--- src/pkg/power_seq_pkg.sv ---
package power_seq_pkg;
  // Times as printed, counts derived at 100 MHz
  localparam int unsigned CLK_HZ           = 100_000_000;
  localparam int unsigned PWR_ON_HOLD_S    = 5;
  localparam int unsigned PWR_OFF_HOLD_S   = 3;
  localparam int unsigned WAKE_HOLD_S      = 5;
  localparam int unsigned HARD_SHDN_MS     = 200;
  localparam int unsigned ORDERLY_OFF_MS   = 1000;
  localparam int unsigned PWR_ON_HOLD_CYC  = PWR_ON_HOLD_S * CLK_HZ;
  localparam int unsigned PWR_OFF_HOLD_CYC = PWR_OFF_HOLD_S * CLK_HZ;
  localparam int unsigned WAKE_HOLD_CYC    = WAKE_HOLD_S * CLK_HZ;
  localparam int unsigned HARD_SHDN_CYC    = HARD_SHDN_MS * (CLK_HZ / 1000);
  localparam int unsigned ORDERLY_OFF_CYC  = ORDERLY_OFF_MS * (CLK_HZ / 1000);
  localparam int unsigned POR_CYC          = 16;
  localparam int unsigned CNT_W            = 32;

  typedef enum logic [2:0] {
    ST_POR,
    ST_OFF,
    ST_ON,
    ST_DETACH,
    ST_CLOSING,
    ST_SLEEP,
    ST_HARD_RST
  } pwr_state_t;
endpackage

--- src/pkg/pin_sync_if.sv ---
`timescale 1ns/10ps
interface pin_sync_if;
  logic key_low;
  logic hard_low;
  logic fast_fall;
  modport src (output key_low, output hard_low, output fast_fall);
  modport dst (input key_low, input hard_low, input fast_fall);
endinterface

--- src/verilog/module_power_control_sequencer.sv ---
`timescale 1ns/10ps
// Overview of operation
// [RULE1] Host holds key low five seconds
// [RULE2] Monitor stays high whole powered-on time
// [RULE3] Host drives key open-drain, no pull-up; host_pin_model supplies the pull-up
// [RULE4] Key low three seconds starts orderly off
// [RULE5] Orderly off sends detach request first
// [RULE6] Monitor low means off or sleep
// [RULE7] Orderly off takes over one second
// [RULE8] Update timer expiry enters deep sleep
// [RULE9] Key low five seconds wakes sleep
// [RULE10] Host polls monitor for deep sleep
// [RULE11] Hard shutdown low holds reset, stops; ignored in ST_CLOSING
// [RULE12] Hard shutdown release: off, no detach
// [RULE13] Host holds hard shutdown 200 ms
// [RULE14] Hard shutdown sequenced internally at start-up
// [RULE15] Host uses open collector on shutdown
// [RULE16] Deep sleep ignores hard shutdown toggling
// [RULE17] Host uses shutdown only monitor high
// [RULE18] Host powers on above battery threshold
// [RULE19] Configured GPIO falling edge: fast shutdown
// [RULE20] Host waits monitor change between sequences
module module_power_control_sequencer
  import power_seq_pkg::*;
#(
  parameter int unsigned PWR_ON_CYC   = PWR_ON_HOLD_CYC,
  parameter int unsigned PWR_OFF_CYC  = PWR_OFF_HOLD_CYC,
  parameter int unsigned WAKE_CYC     = WAKE_HOLD_CYC,
  parameter int unsigned HARD_CYC     = HARD_SHDN_CYC,
  parameter int unsigned ORDERLY_CYC  = ORDERLY_OFF_CYC
) (
  // Clock and reset
  input  wire logic ref_clk,
  input  wire logic rst_n,
  input  wire logic clk_en,
  // Host pins, open drain, pull-up in the external host model
  input  wire logic power_key_n_i,
  output logic      power_key_n_o,
  output logic      power_key_n_oe,
  input  wire logic hard_shutdown_n,
  // Fast power-down GPIO and its configuration
  input  wire logic fast_gpio,
  input  wire logic fast_down_enable,
  // Internal firmware events
  input  wire logic shutdown_cmd,
  input  wire logic update_timer_expired,
  input  wire logic detach_done,
  // Status and control outputs
  output logic      power_monitor_out,
  output logic      aux_supply_out,
  output logic      detach_request,
  output logic      core_reset_n,
  output logic      deep_sleep_power_saving
);
  pin_sync_if pins ();

  pin_sync u_sync (
    .ref_clk         (ref_clk),
    .rst_n           (rst_n),
    .clk_en          (clk_en),
    .power_key_n_i   (power_key_n_i),
    .hard_shutdown_n (hard_shutdown_n),
    .fast_gpio       (fast_gpio),
    .sync            (pins.src)
  );

  typedef struct packed {
    pwr_state_t       st;
    logic [CNT_W-1:0] key_cnt;
    logic [CNT_W-1:0] hard_cnt;
    logic [CNT_W-1:0] tmr;
    logic             key_armed;
    logic             detach_req;
    logic             mon;
  } seq_t;

  seq_t s_r;
  seq_t s_nxt;

  function automatic logic [CNT_W-1:0] sat_inc(input logic [CNT_W-1:0] v);
    sat_inc = (&v) ? v : v + 1'b1;
  endfunction

  function automatic logic reached(input logic [CNT_W-1:0] v, input int unsigned lim);
    reached = v >= CNT_W'(lim);
  endfunction

  // Pin is only ever an input to the host's open drain; pull-up is external model
  assign power_key_n_o  = 1'b1;
  assign power_key_n_oe = 1'b0;

  always_comb begin
    s_nxt = s_r;
    if (clk_en) begin
      s_nxt.key_cnt  = pins.key_low ? sat_inc(s_r.key_cnt) : '0;
      s_nxt.hard_cnt = pins.hard_low ? sat_inc(s_r.hard_cnt) : '0;
      if (!pins.key_low) begin
        s_nxt.key_armed = 1'b1;
      end
      case (s_r.st)
        // [RULE14] Internal power-on reset
        ST_POR: begin
          s_nxt.tmr = sat_inc(s_r.tmr);
          if (reached(s_r.tmr, POR_CYC - 1)) begin
            s_nxt.st  = ST_OFF;
            s_nxt.tmr = '0;
          end
        end
        ST_OFF: begin
          // [RULE1] Power-on hold then release
          if (!pins.key_low && reached(s_r.key_cnt, PWR_ON_CYC) && s_r.key_armed) begin
            s_nxt.st        = ST_ON;
            s_nxt.mon       = 1'b1;
            s_nxt.key_armed = 1'b0;
          end
        end
        ST_ON: begin
          // [RULE11] Hard shutdown holds reset
          if (pins.hard_low) begin
            s_nxt.st  = ST_HARD_RST;
            s_nxt.mon = 1'b0;
          // [RULE19] Fast shutdown skips detach
          end else if (fast_down_enable && pins.fast_fall) begin
            s_nxt.st  = ST_OFF;
            s_nxt.mon = 1'b0;
          // [RULE4] Key hold starts orderly off
          end else if ((s_r.key_armed && pins.key_low &&
                        reached(s_r.key_cnt, PWR_OFF_CYC - 1)) || shutdown_cmd) begin
            s_nxt.st         = ST_DETACH;
            s_nxt.detach_req = 1'b1;
            s_nxt.key_armed  = 1'b0;
            s_nxt.tmr        = '0;
          // [RULE8] Timer expiry enters sleep
          end else if (update_timer_expired) begin
            s_nxt.st  = ST_SLEEP;
            s_nxt.mon = 1'b0;
          end
        end
        // [RULE5] Detach before going down
        ST_DETACH: begin
          s_nxt.tmr = sat_inc(s_r.tmr);
          if (pins.hard_low) begin
            s_nxt.st         = ST_HARD_RST;
            s_nxt.detach_req = 1'b0;
            s_nxt.mon        = 1'b0;
          end else if (detach_done) begin
            // Closing time counts from the detach, not from the request
            s_nxt.st         = ST_CLOSING;
            s_nxt.detach_req = 1'b0;
            s_nxt.tmr        = '0;
          end
        end
        // [RULE7] Filesystem close, at least one second
        ST_CLOSING: begin
          s_nxt.tmr = sat_inc(s_r.tmr);
          if (reached(s_r.tmr, ORDERLY_CYC - 1)) begin
            s_nxt.st  = ST_OFF;
            s_nxt.mon = 1'b0;
            s_nxt.tmr = '0;
          end
        end
        ST_SLEEP: begin
          // [RULE16] Hard shutdown ignored here
          // [RULE9] Five-second key wakes
          if (!pins.key_low && reached(s_r.key_cnt, WAKE_CYC) && s_r.key_armed) begin
            s_nxt.st        = ST_ON;
            s_nxt.mon       = 1'b1;
            s_nxt.key_armed = 1'b0;
          end
        end
        ST_HARD_RST: begin
          // [RULE12] Release ends off, no detach
          if (!pins.hard_low) begin
            s_nxt.st = ST_OFF;
          end
        end
        default: s_nxt.st = ST_OFF;
      endcase
    end
  end

  always_ff @(posedge ref_clk or negedge rst_n) begin
    if (!rst_n) begin
      s_r <= '{st: ST_POR, key_cnt: '0, hard_cnt: '0, tmr: '0,
               key_armed: 1'b0, detach_req: 1'b0, mon: 1'b0};
    end else begin
      s_r <= s_nxt;
    end
  end

  // [RULE2] Monitor is the powered-on state, no override
  // [RULE6] Low once off or asleep
  assign power_monitor_out       = s_r.mon;
  assign aux_supply_out          = s_r.mon;
  assign detach_request          = s_r.detach_req;
  assign core_reset_n            = (s_r.st != ST_HARD_RST) && (s_r.st != ST_POR);
  assign deep_sleep_power_saving = (s_r.st == ST_SLEEP);
endmodule

--- src/verilog/pin_sync.sv ---
`timescale 1ns/10ps
module pin_sync
  import power_seq_pkg::*;
(
  input  wire logic ref_clk,
  input  wire logic rst_n,
  input  wire logic clk_en,
  input  wire logic power_key_n_i,
  input  wire logic hard_shutdown_n,
  input  wire logic fast_gpio,
  pin_sync_if.src   sync
);
  typedef struct packed {
    logic [1:0] key;
    logic [1:0] hard;
    logic [2:0] gpio;
  } sync_t;

  sync_t s_r;
  sync_t s_nxt;

  // Pulled-up pins idle high, so reset to high
  always_comb begin
    s_nxt = s_r;
    if (clk_en) begin
      s_nxt.key  = {s_r.key[0], power_key_n_i};
      s_nxt.hard = {s_r.hard[0], hard_shutdown_n};
      s_nxt.gpio = {s_r.gpio[1:0], fast_gpio};
    end
  end

  always_ff @(posedge ref_clk or negedge rst_n) begin
    if (!rst_n) begin
      s_r <= '{key: 2'h3, hard: 2'h3, gpio: 3'h7};
    end else begin
      s_r <= s_nxt;
    end
  end

  assign sync.key_low   = !s_r.key[1];
  assign sync.hard_low  = !s_r.hard[1];
  // Edge uses stages 2 and 3 only, never the first flop
  assign sync.fast_fall = s_r.gpio[2] && !s_r.gpio[1];
endmodule
--- config.mk ---
export PLATFORM = sky130hd
export DESIGN_NAME = module_power_control_sequencer
export DESIGN_NICKNAME = d
export VERILOG_FILES = /design/src/pkg/power_seq_pkg.sv /design/src/pkg/pin_sync_if.sv /design/src/verilog/module_power_control_sequencer.sv /design/src/verilog/pin_sync.sv
export SDC_FILE = /design/constraint.sdc
export NUM_CORES = 1
export LEC_CHECK = 0
export BUFFER_PORTS_ARGS = -buffer_cell sky130_fd_sc_hd__buf_2
export CAP_MARGIN = 0
export CORE_MARGIN = 3
export CORE_UTILIZATION = 62
export DETAILED_ROUTE_END_ITERATION = 10
export PLACE_DENSITY_LB_ADDON = 0.12
export SKIP_LAST_GASP = 1
export SLEW_MARGIN = 20
export SYNTH_ARGS = -nofsm -noshare
export SYNTH_HDL_FRONTEND = slang
export SYNTH_SLANG_ARGS = --single-unit
--- constraint.sdc ---
create_clock -name ref_clk -period 3.65 [get_ports ref_clk]
set_input_delay 0 -clock ref_clk [delete_from_list [all_inputs] [get_ports ref_clk]]
set_output_delay 0 -clock ref_clk [all_outputs]
set_load 0.02 [all_outputs]
==> impl_metrics.py, run 1 <==
metrics = {
    "grt": {
        "grt_first_pass_wirelength_mm": 18.1,
        "first_global_vias": 3914,
        "gr-usage-all-layers_pct": 26.2,
        "grt_antenna_before_repair": 0,
        "grt-ovfl-total": 0,
        "grt_start_max_net_pins": 78,
    },
    "yosys": {
        "synthesized_area_fraction_occupied_by_xor_and_xnor_cells_pct": 5.72,
        "ranking_of_synthesized_cells_by_instance_count": "70 x sky130_fd_sc_hd__dfrtp_1, 60 x sky130_fd_sc_hd__nor2_1, 50 x sky130_fd_sc_hd__nand2_1, 42 x sky130_fd_sc_hd__nand3_1, 28 x sky130_fd_sc_hd__a21oi_1",
        "synthMostInstantiatedCell": "sky130_fd_sc_hd__dfrtp_1",
        "ffs_latches_synth": 77,
        "synth_enable_flop_cells": 0,
        "synth_simple_gate_area_share_pct": 28.9,
        "synth_top_family_by_area": "simple AND/OR/NAND/NOR gates",
        "synth_top_cell_by_area": "sky130_fd_sc_hd__dfrtp_1",
        "synthAdderAreaFrac_pct": 0.817,
        "synthesis.nets": 533,
        "asyncSetResetFlopFracSynth_pct": 100,
        "ys.warnings.count": 0,
        "proportion_of_netlist_area_held_by_the_largest_area_contributor_pct": 38.1,
        "synth.lib_cells_used.distinct": 74,
        "synth_compound_gate_area_share_pct": 16.5,
        "count_of_mapped_cells_out_of_synthesis": 520,
        "synth_ff_type": "sky130_fd_sc_hd__dfrtp_1",
        "mappedNetlistArea_sq_um": 4600,
        "synth_area_leaders": "sky130_fd_sc_hd__dfrtp_1 38%, sky130_fd_sc_hd__nor2_1 4.9%, sky130_fd_sc_hd__nand3_1 4.6%",
        "avgSynthCellArea_sq_um": 8.84,
        "yosysSeqAreaShare_pct": 42.1,
        "post_synth_mux_area_share_pct": 1.93,
    },
    "sta": {
        "max_slew.worst_pin.slew_ps": 1000,
        "min_period_over_period_pct": 79.6,
        "final.setup_skew_ps": 18.0,
        "unrepaired_setup_endpoints_after_global_routing": "no",
        "setup_violations": 0,
        "setup_ws_ps": 743,
        "slew-limit-headroom_pct": 32.7,
        "holdWs_ps": 43.2,
        "setup_total_negative_slack_ps": 0,
        "timing.fmax_ghz": 0.344,
        "report.final.hold_viol_count": 0,
        "slew_violations": 0,
        "finalWorstPathRequiredPeriod_ps": 2910,
    },
    "cts": {
        "cts_max_path_buffers": 2,
        "clkSinkCount": 77,
        "cts_htree_levels": 3,
        "tritoncts_clock_tree": "yes",
        "cts-resized-gates": 0,
        "path_clk_slew_ps": 90,
        "clockRootBuffer": "sky130_fd_sc_hd__clkbuf_8",
        "worstSkewPairLatency_ps": 360,
        "cts.hold.buffers_added": 4,
        "numCtsBuffers": 9,
        "cts_post_setup_buffers_inserted": 0,
    },
    "worst_setup_path": {
        "path_delay_family": "simple AND/OR/NAND/NOR gates",
        "critPathMaxStageDelay_ps": 750,
        "crit_slowest_cell": "sky130_fd_sc_hd__o41ai_4",
        "critical_path.cell_chain": "ha_1, nand3_1, or4_4, o41ai_4, nor3_2, and4_1, xnor2_1, nor2_1",
        "timing.critical_path.from_type": "flop",
        "worstSetupPathType": "reg2reg",
        "critical_path_buf_inv_count": 0,
        "critical_path_arrival_ps": 3130,
        "worst-path-max-fanout": 14,
        "worstPathRequired_ps": 3870,
        "end_kind": "flop",
    },
    "route": {
        "drt_wl_total_mm": 10.4,
        "detail-route-antenna-nets": 0,
        "drc": 0,
        "num_vias": 4009,
        "routed_via_density": 6.39,
        "detailedRoute.firstPassIterationCount": 5,
        "drt_first_iter_violations": 237,
        "routedWlPerCell_um": 16.6,
    },
    "place": {
        "hpwl_mm": 7.12,
        "gp_congestion": 0.928,
        "place_ws_ps": 768,
        "port_buffers": 14,
    },
    "run_status": {
        "status": "finished clean",
    },
    "die": {
        "io-pin-count": 17,
        "placement_rows": 30,
        "die_h_um": 92.1,
        "chipWidth_um": 92.1,
        "core_area_sq_um": 6980,
        "start_util_pct": 65.8,
        "die-area_sq_um": 8480,
    },
    "layout": {
        "finalNetCount": 539,
        "synthToLayoutAreaGrowth_pct": 7.02,
        "share_of_layout_cells_above_drive_strength_1_pct": 11.9,
        "num_antenna_cells": 0,
    },
    "run": {
        "max_cap_viol_count": 0,
    },
    "power": {
        "p_leak_uw": 0.00207,
        "vdd.ir_drop.worst_mv": 0.216,
        "power.density_nw_per_um2": 331,
    },
    "hold_path": {
        "holdCritPathClass": "in2reg",
    },
}
-- power breakdown --
| group | total, uW | internal, uW | switching, uW |
|---|---|---|---|
| Combinational | 86.0 | 32.2 | 53.8 |
| Sequential | 901 | 879 | 22.0 |
| Clock | 640 | 316 | 324 |
-- through the flow --
stage	instance area (sq um)	total power (uW)	utilization [%]	cells
after global routing	4920	1690	70.5	627
after CTS	4920	1640	70.4	627
after floorplan	4600	967	-	520
final	4920	1630	70.5	627
after global placement	4690	997	67.1	607
after detailed placement	4690	1000	67.1	607
-- final timing paths --
path | from | end | slack (ps) | depth (start not counted)
min in group asynchronous | rst_n | s_r[70]$_DFFE_PN0P_ | 350 | 2
setup / recovery | s_r[67]$_DFFE_PN0P_ | s_r[95]$_DFFE_PN0P_ | 740 | 8
hold reg to reg | s_r[32]$_DFFE_PN0P_ | s_r[32]$_DFFE_PN0P_ | 550 | 1
hold / removal | detach_done | s_r[99]$_DFFE_PN0P_ | 40 | 4
setup reg to reg | s_r[67]$_DFFE_PN0P_ | s_r[95]$_DFFE_PN0P_ | 740 | 8
max in group asynchronous | rst_n | s_r[10]$_DFFE_PN0P_ | 2650 | 2
-- per-layer routing --
metal  track usage [%]  wire [um]
met5                 0          0
met4              10.4        219
met3              4.27        458
met2              45.0       5150
met1              33.0       4590
-- area by class of cell --
| class | instances | area (sq um) |
|---|---|---|
| Clock buffer | 10 | 128 |
| Clock inverter | 6 | 65.1 |
| Fill cell | 580 | 2060 |
| Inverter | 13 | 48.8 |
| Multi-Input combinational cell | 404 | 2490 |
| Sequential cell | 77 | 1940 |
| Tap cell | 96 | 120 |
| Timing Repair Buffer | 21 | 135 |
-- state kept, by name, summed over array words and instances (netlist names) --
| signal | cells |
|---|---|
| s_r | 68 |
| detach_request | 1 |
| aux_supply_out | 1 |
| u_sync.s_r | 7 |
-- worst reg2reg max path: stages (launching register included) --
cell and delay [ps]:
sky130_fd_sc_hd__dfrtp_1 420, sky130_fd_sc_hd__ha_1 240, sky130_fd_sc_hd__nand3_1 120, sky130_fd_sc_hd__or4_4 550
sky130_fd_sc_hd__o41ai_4 750, sky130_fd_sc_hd__nor3_2 230, sky130_fd_sc_hd__and4_1 270, sky130_fd_sc_hd__xnor2_1 150
sky130_fd_sc_hd__nor2_1 50
-- layout by cell type (no fill, tap or decap), types with 3 or more instances in the layout --
cell type	synthesis	final
sky130_fd_sc_hd__dfrtp_1	70	70
sky130_fd_sc_hd__nor2_1	60	60
sky130_fd_sc_hd__nand2_1	50	50
sky130_fd_sc_hd__nand3_1	42	42
sky130_fd_sc_hd__a21oi_1	28	28
sky130_fd_sc_hd__nand4_1	20	20
sky130_fd_sc_hd__xor2_1	20	20
sky130_fd_sc_hd__o21ai_0	18	18
sky130_fd_sc_hd__nor3_1	16	16
sky130_fd_sc_hd__inv_1	13	13
sky130_fd_sc_hd__and3_1	13	13
sky130_fd_sc_hd__buf_2	4	13
sky130_fd_sc_hd__xnor2_1	10	10
sky130_fd_sc_hd__nor4_1	9	9
sky130_fd_sc_hd__clkbuf_8	0	9
sky130_fd_sc_hd__a22o_1	8	8
sky130_fd_sc_hd__and4_1	7	7
sky130_fd_sc_hd__mux2_2	7	7
sky130_fd_sc_hd__dfstp_2	7	7
sky130_fd_sc_hd__nand2b_1	6	6
sky130_fd_sc_hd__and2_1	6	5
sky130_fd_sc_hd__a21o_1	5	5
sky130_fd_sc_hd__o31ai_1	5	5
sky130_fd_sc_hd__o311ai_0	5	5
sky130_fd_sc_hd__a31oi_1	4	4
sky130_fd_sc_hd__dlygate4sd3_1	0	4
sky130_fd_sc_hd__buf_4	4	4
sky130_fd_sc_hd__nor3b_1	3	3
sky130_fd_sc_hd__nor2b_1	3	3
sky130_fd_sc_hd__nand3b_1	3	3
sky130_fd_sc_hd__o2bb2ai_1	3	3
sky130_fd_sc_hd__o311ai_2	3	3
sky130_fd_sc_hd__ha_1	3	3
-- cell families (layout without fill, tap and decap cells) --
logic type | count (synthesis) | after routing
other | 2 | 2
muxes | 8 | 8
AOI/OAI and AO/OA | 104 | 104
adders and majority gates | 3 | 3
and+or+nand+nor | 257 | 257
xor gates and xnor gates | 30 | 30
DFF | 77 | 77
buffers and inverters | 39 | 50
Power figures use the tool's default switching activity.
==> run 2, diff against run 1 <==
--- a/config.mk
+++ b/config.mk
@@ -5,6 +5,7 @@
 export SDC_FILE = /design/constraint.sdc
 export NUM_CORES = 1
 export LEC_CHECK = 0
+export ABC_AREA = 1
 export BUFFER_PORTS_ARGS = -buffer_cell sky130_fd_sc_hd__buf_2
 export CAP_MARGIN = 0
 export CORE_MARGIN = 3
==> constraint.sdc (replaced) <==
create_clock -name ref_clk -period 3 [get_ports ref_clk]
set_input_delay 0 -clock ref_clk [delete_from_list [all_inputs] [get_ports ref_clk]]
set_output_delay 0 -clock ref_clk [all_outputs]
set_load 0.02 [all_outputs]
==> run 2 against run 1 <==
Clock skew down 4.9 ps; die area up 35%; sequential cell count unchanged; sequential share of layout area down 10 points; synthesized area rose by 38%; sequential power is 38% higher; global-route usage grew 6.6 points; critical endpoint is now s_r[4]$_DFFE_PN0P_; highest routed layer unchanged.
==> impl_metrics.py, run 2 <==
metrics = {
    "route": {
        "drc": 0,
        "detail-route-antenna-nets": 0,
        "drt_wl_total_mm": 17.5,
        "drt_first_iter_violations": 491,
        "num_vias": 6720,
        "detailedRoute.firstPassIterationCount": 5,
        "routed_via_density": 5.68,
        "routedWlPerCell_um": 14.8,
    },
    "sta": {
        "max_slew.worst_pin.slew_ps": 1030,
        "final.setup_skew_ps": 13.1,
        "unrepaired_setup_endpoints_after_global_routing": "no",
        "finalWorstPathRequiredPeriod_ps": 2510,
        "min_period_over_period_pct": 83.8,
        "setup_violations": 0,
        "report.final.hold_viol_count": 0,
        "holdWs_ps": 107,
        "slew-limit-headroom_pct": 31.5,
        "setup_ws_ps": 486,
        "slew_violations": 0,
        "timing.fmax_ghz": 0.398,
        "setup_total_negative_slack_ps": 0,
    },
    "yosys": {
        "proportion_of_netlist_area_held_by_the_largest_area_contributor_pct": 27.6,
        "count_of_mapped_cells_out_of_synthesis": 1043,
        "synth_enable_flop_cells": 0,
        "ffs_latches_synth": 77,
        "avgSynthCellArea_sq_um": 6.09,
        "synth.lib_cells_used.distinct": 45,
        "synth_ff_type": "sky130_fd_sc_hd__dfrtp_1",
        "synthMostInstantiatedCell": "sky130_fd_sc_hd__nand2_1",
        "synth_top_cell_by_area": "sky130_fd_sc_hd__dfrtp_1",
        "asyncSetResetFlopFracSynth_pct": 100,
        "synth_area_leaders": "sky130_fd_sc_hd__dfrtp_1 28%, sky130_fd_sc_hd__nand2_1 22%, sky130_fd_sc_hd__nand3_1 9.8%",
        "synthesis.nets": 1056,
        "ranking_of_synthesized_cells_by_instance_count": "364 x sky130_fd_sc_hd__nand2_1, 145 x sky130_fd_sc_hd__nor2_1, 124 x sky130_fd_sc_hd__nand3_1, 99 x sky130_fd_sc_hd__inv_1, 70 x sky130_fd_sc_hd__dfrtp_1",
        "mappedNetlistArea_sq_um": 6350,
        "ys.warnings.count": 0,
        "yosysSeqAreaShare_pct": 30.5,
    },
    "cts": {
        "clockRootBuffer": "sky130_fd_sc_hd__clkbuf_8",
        "cts-resized-gates": 0,
        "cts_max_path_buffers": 2,
        "worstSkewPairLatency_ps": 360,
        "tritoncts_clock_tree": "yes",
        "cts.hold.buffers_added": 8,
        "clkSinkCount": 77,
        "numCtsBuffers": 9,
        "cts_htree_levels": 3,
        "cts_post_setup_buffers_inserted": 0,
        "path_clk_slew_ps": 90,
    },
    "worst_setup_path": {
        "worst-path-max-fanout": 32,
        "timing.critical_path.from_type": "flop",
        "critical_path_arrival_ps": 2770,
        "reg2reg_setup_slack_ps": 490,
        "worstSetupPathType": "reg2reg",
        "critical_path.cell_chain": "ha_1, nand3_1, nor2_1, nand2_1, nand2_1, nand2_1, nand2_1, nand2_2, nand2_2, nand2_2, nand2_4, nand2_4, nand2_1, nand2_1",
        "critPathMaxStageDelay_ps": 410,
        "crit_slowest_cell": "sky130_fd_sc_hd__dfrtp_1",
        "worstPathRequired_ps": 3260,
        "timing.critical_path.mode_cell": "sky130_fd_sc_hd__nand2_1",
        "end_kind": "flop",
    },
    "power": {
        "vdd.ir_drop.worst_mv": 0.403,
        "p_leak_uw": 0.00324,
        "power.density_nw_per_um2": 455,
    },
    "place": {
        "port_buffers": 14,
        "place_ws_ps": 500,
        "placedCellCount": 1160,
        "hpwl_mm": 12.5,
        "gp_congestion": 0.989,
    },
    "grt": {
        "grt-ovfl-total": 0,
        "first_global_vias": 6552,
        "grt_antenna_before_repair": 0,
        "grt_first_pass_wirelength_mm": 30.7,
        "grt_start_max_net_pins": 78,
        "gr-usage-all-layers_pct": 32.8,
    },
    "die": {
        "start_util_pct": 64.4,
        "chipWidth_um": 107,
        "placement_rows": 36,
        "io-pin-count": 17,
        "core_area_sq_um": 9860,
        "die-area_sq_um": 11500,
        "die_h_um": 107,
    },
    "layout": {
        "layout_top_registers": "s_r: 68 flops, u_sync.s_r: 7 flops",
        "final_cell_mix": "364 x sky130_fd_sc_hd__nand2_1, 145 x sky130_fd_sc_hd__nor2_1, 124 x sky130_fd_sc_hd__nand3_1",
        "largest_register_ff_count": 68,
        "finalNetCount": 1059,
        "num-fill-cells": 956,
        "regArea_sq_um": 1940,
        "layout.cells.most_common": "sky130_fd_sc_hd__nand2_1",
        "synthToLayoutAreaGrowth_pct": 5.02,
        "largest_register": "s_r",
        "non_filler_instance_count_after_layout": 1184,
        "share_of_layout_cells_above_drive_strength_1_pct": 6.76,
        "num_antenna_cells": 0,
        "multi_input_gate_area_sq_um": 3800,
    },
    "hold_path": {
        "holdCritPathClass": "in2reg",
    },
    "run": {
        "max_cap_viol_count": 0,
    },
    "run_status": {
        "status": "finished clean",
    },
}
==> run 2: cell count changes after synthesis, sizes merged, moves of 21 or more <==
cell	before	now
nand2	52	373
inv	13	105
nor2	61	153
nand3	42	124
o211ai	1	23
o21ai	18	39
==> run 2: area by class of cell <==
type	count	share of cell area, %
Inverter	106	5.97
Timing Repair Buffer	28	2.96
Sequential cell	77	29.0
Multi-Input combinational cell	824	57.0
Tap cell	133	2.50
Clock inverter	4	0.375
Clock buffer	12	2.18
==> run 2: stage by stage <==
stage | utilization, % | total power (uW) | cell area [sq um]
floorplan | - | 2040 | 6350
global placement | 65.1 | 2280 | 6420
detailed placement | 65.1 | 2280 | 6420
CTS | 67.6 | 3030 | 6670
global route | 67.6 | 3210 | 6670
finish | 67.6 | 3030 | 6670
==> run 2: cell families after synthesis <==
family / synth area share, %
other cells: 0.118
flops: 30.5
compound gates: 8.77
fa+ha+maj: 0.591
buf+inv: 9.66
simple gates: 47.8
xor+xnor: 2.62
==> run 2: worst paths after layout <==
| path | depth (start not counted) | to | from |
|---|---|---|---|
| worst min-delay path | 6 | s_r[101]$_DFFE_PN0P_ | shutdown_cmd |
| worst max register to register | 14 | s_r[4]$_DFFE_PN0P_ | s_r[68]$_DFFE_PN0P_ |
| worst max-delay path | 14 | s_r[4]$_DFFE_PN0P_ | s_r[68]$_DFFE_PN0P_ |
| worst min register to register | 2 | u_sync.s_r[3]$_DFFE_PN1P_ | u_sync.s_r[3]$_DFFE_PN1P_ |
| min in group asynchronous | 2 | s_r[9]$_DFFE_PN0P_ | rst_n |
| max in group asynchronous | 2 | s_r[80]$_DFFE_PN0P_ | rst_n |
==> run 2: metal layers <==
metal	wire [um]	GRT usage (%)	part of all wire, %	vias up
met2	8510	56.3	49	215
met4	599	13.2	3.4	0
met3	906	4.64	5.2	56
met5	0	0	0	-
li1	-	-	-	3359
met1	7510	41.4	43	3090
==> run 2: where the power goes <==
part,internal [uW],switching (uW)
sequential,1140,107
clock,322,418
combinational,291,757
==> run 2: critical path: cells and delay by family (launching register included) <==
family / cells / cell delay, ps
adders and majority gates: 1 / 290
DFF: 1 / 410
and+or+nand+nor: 13 / 1700
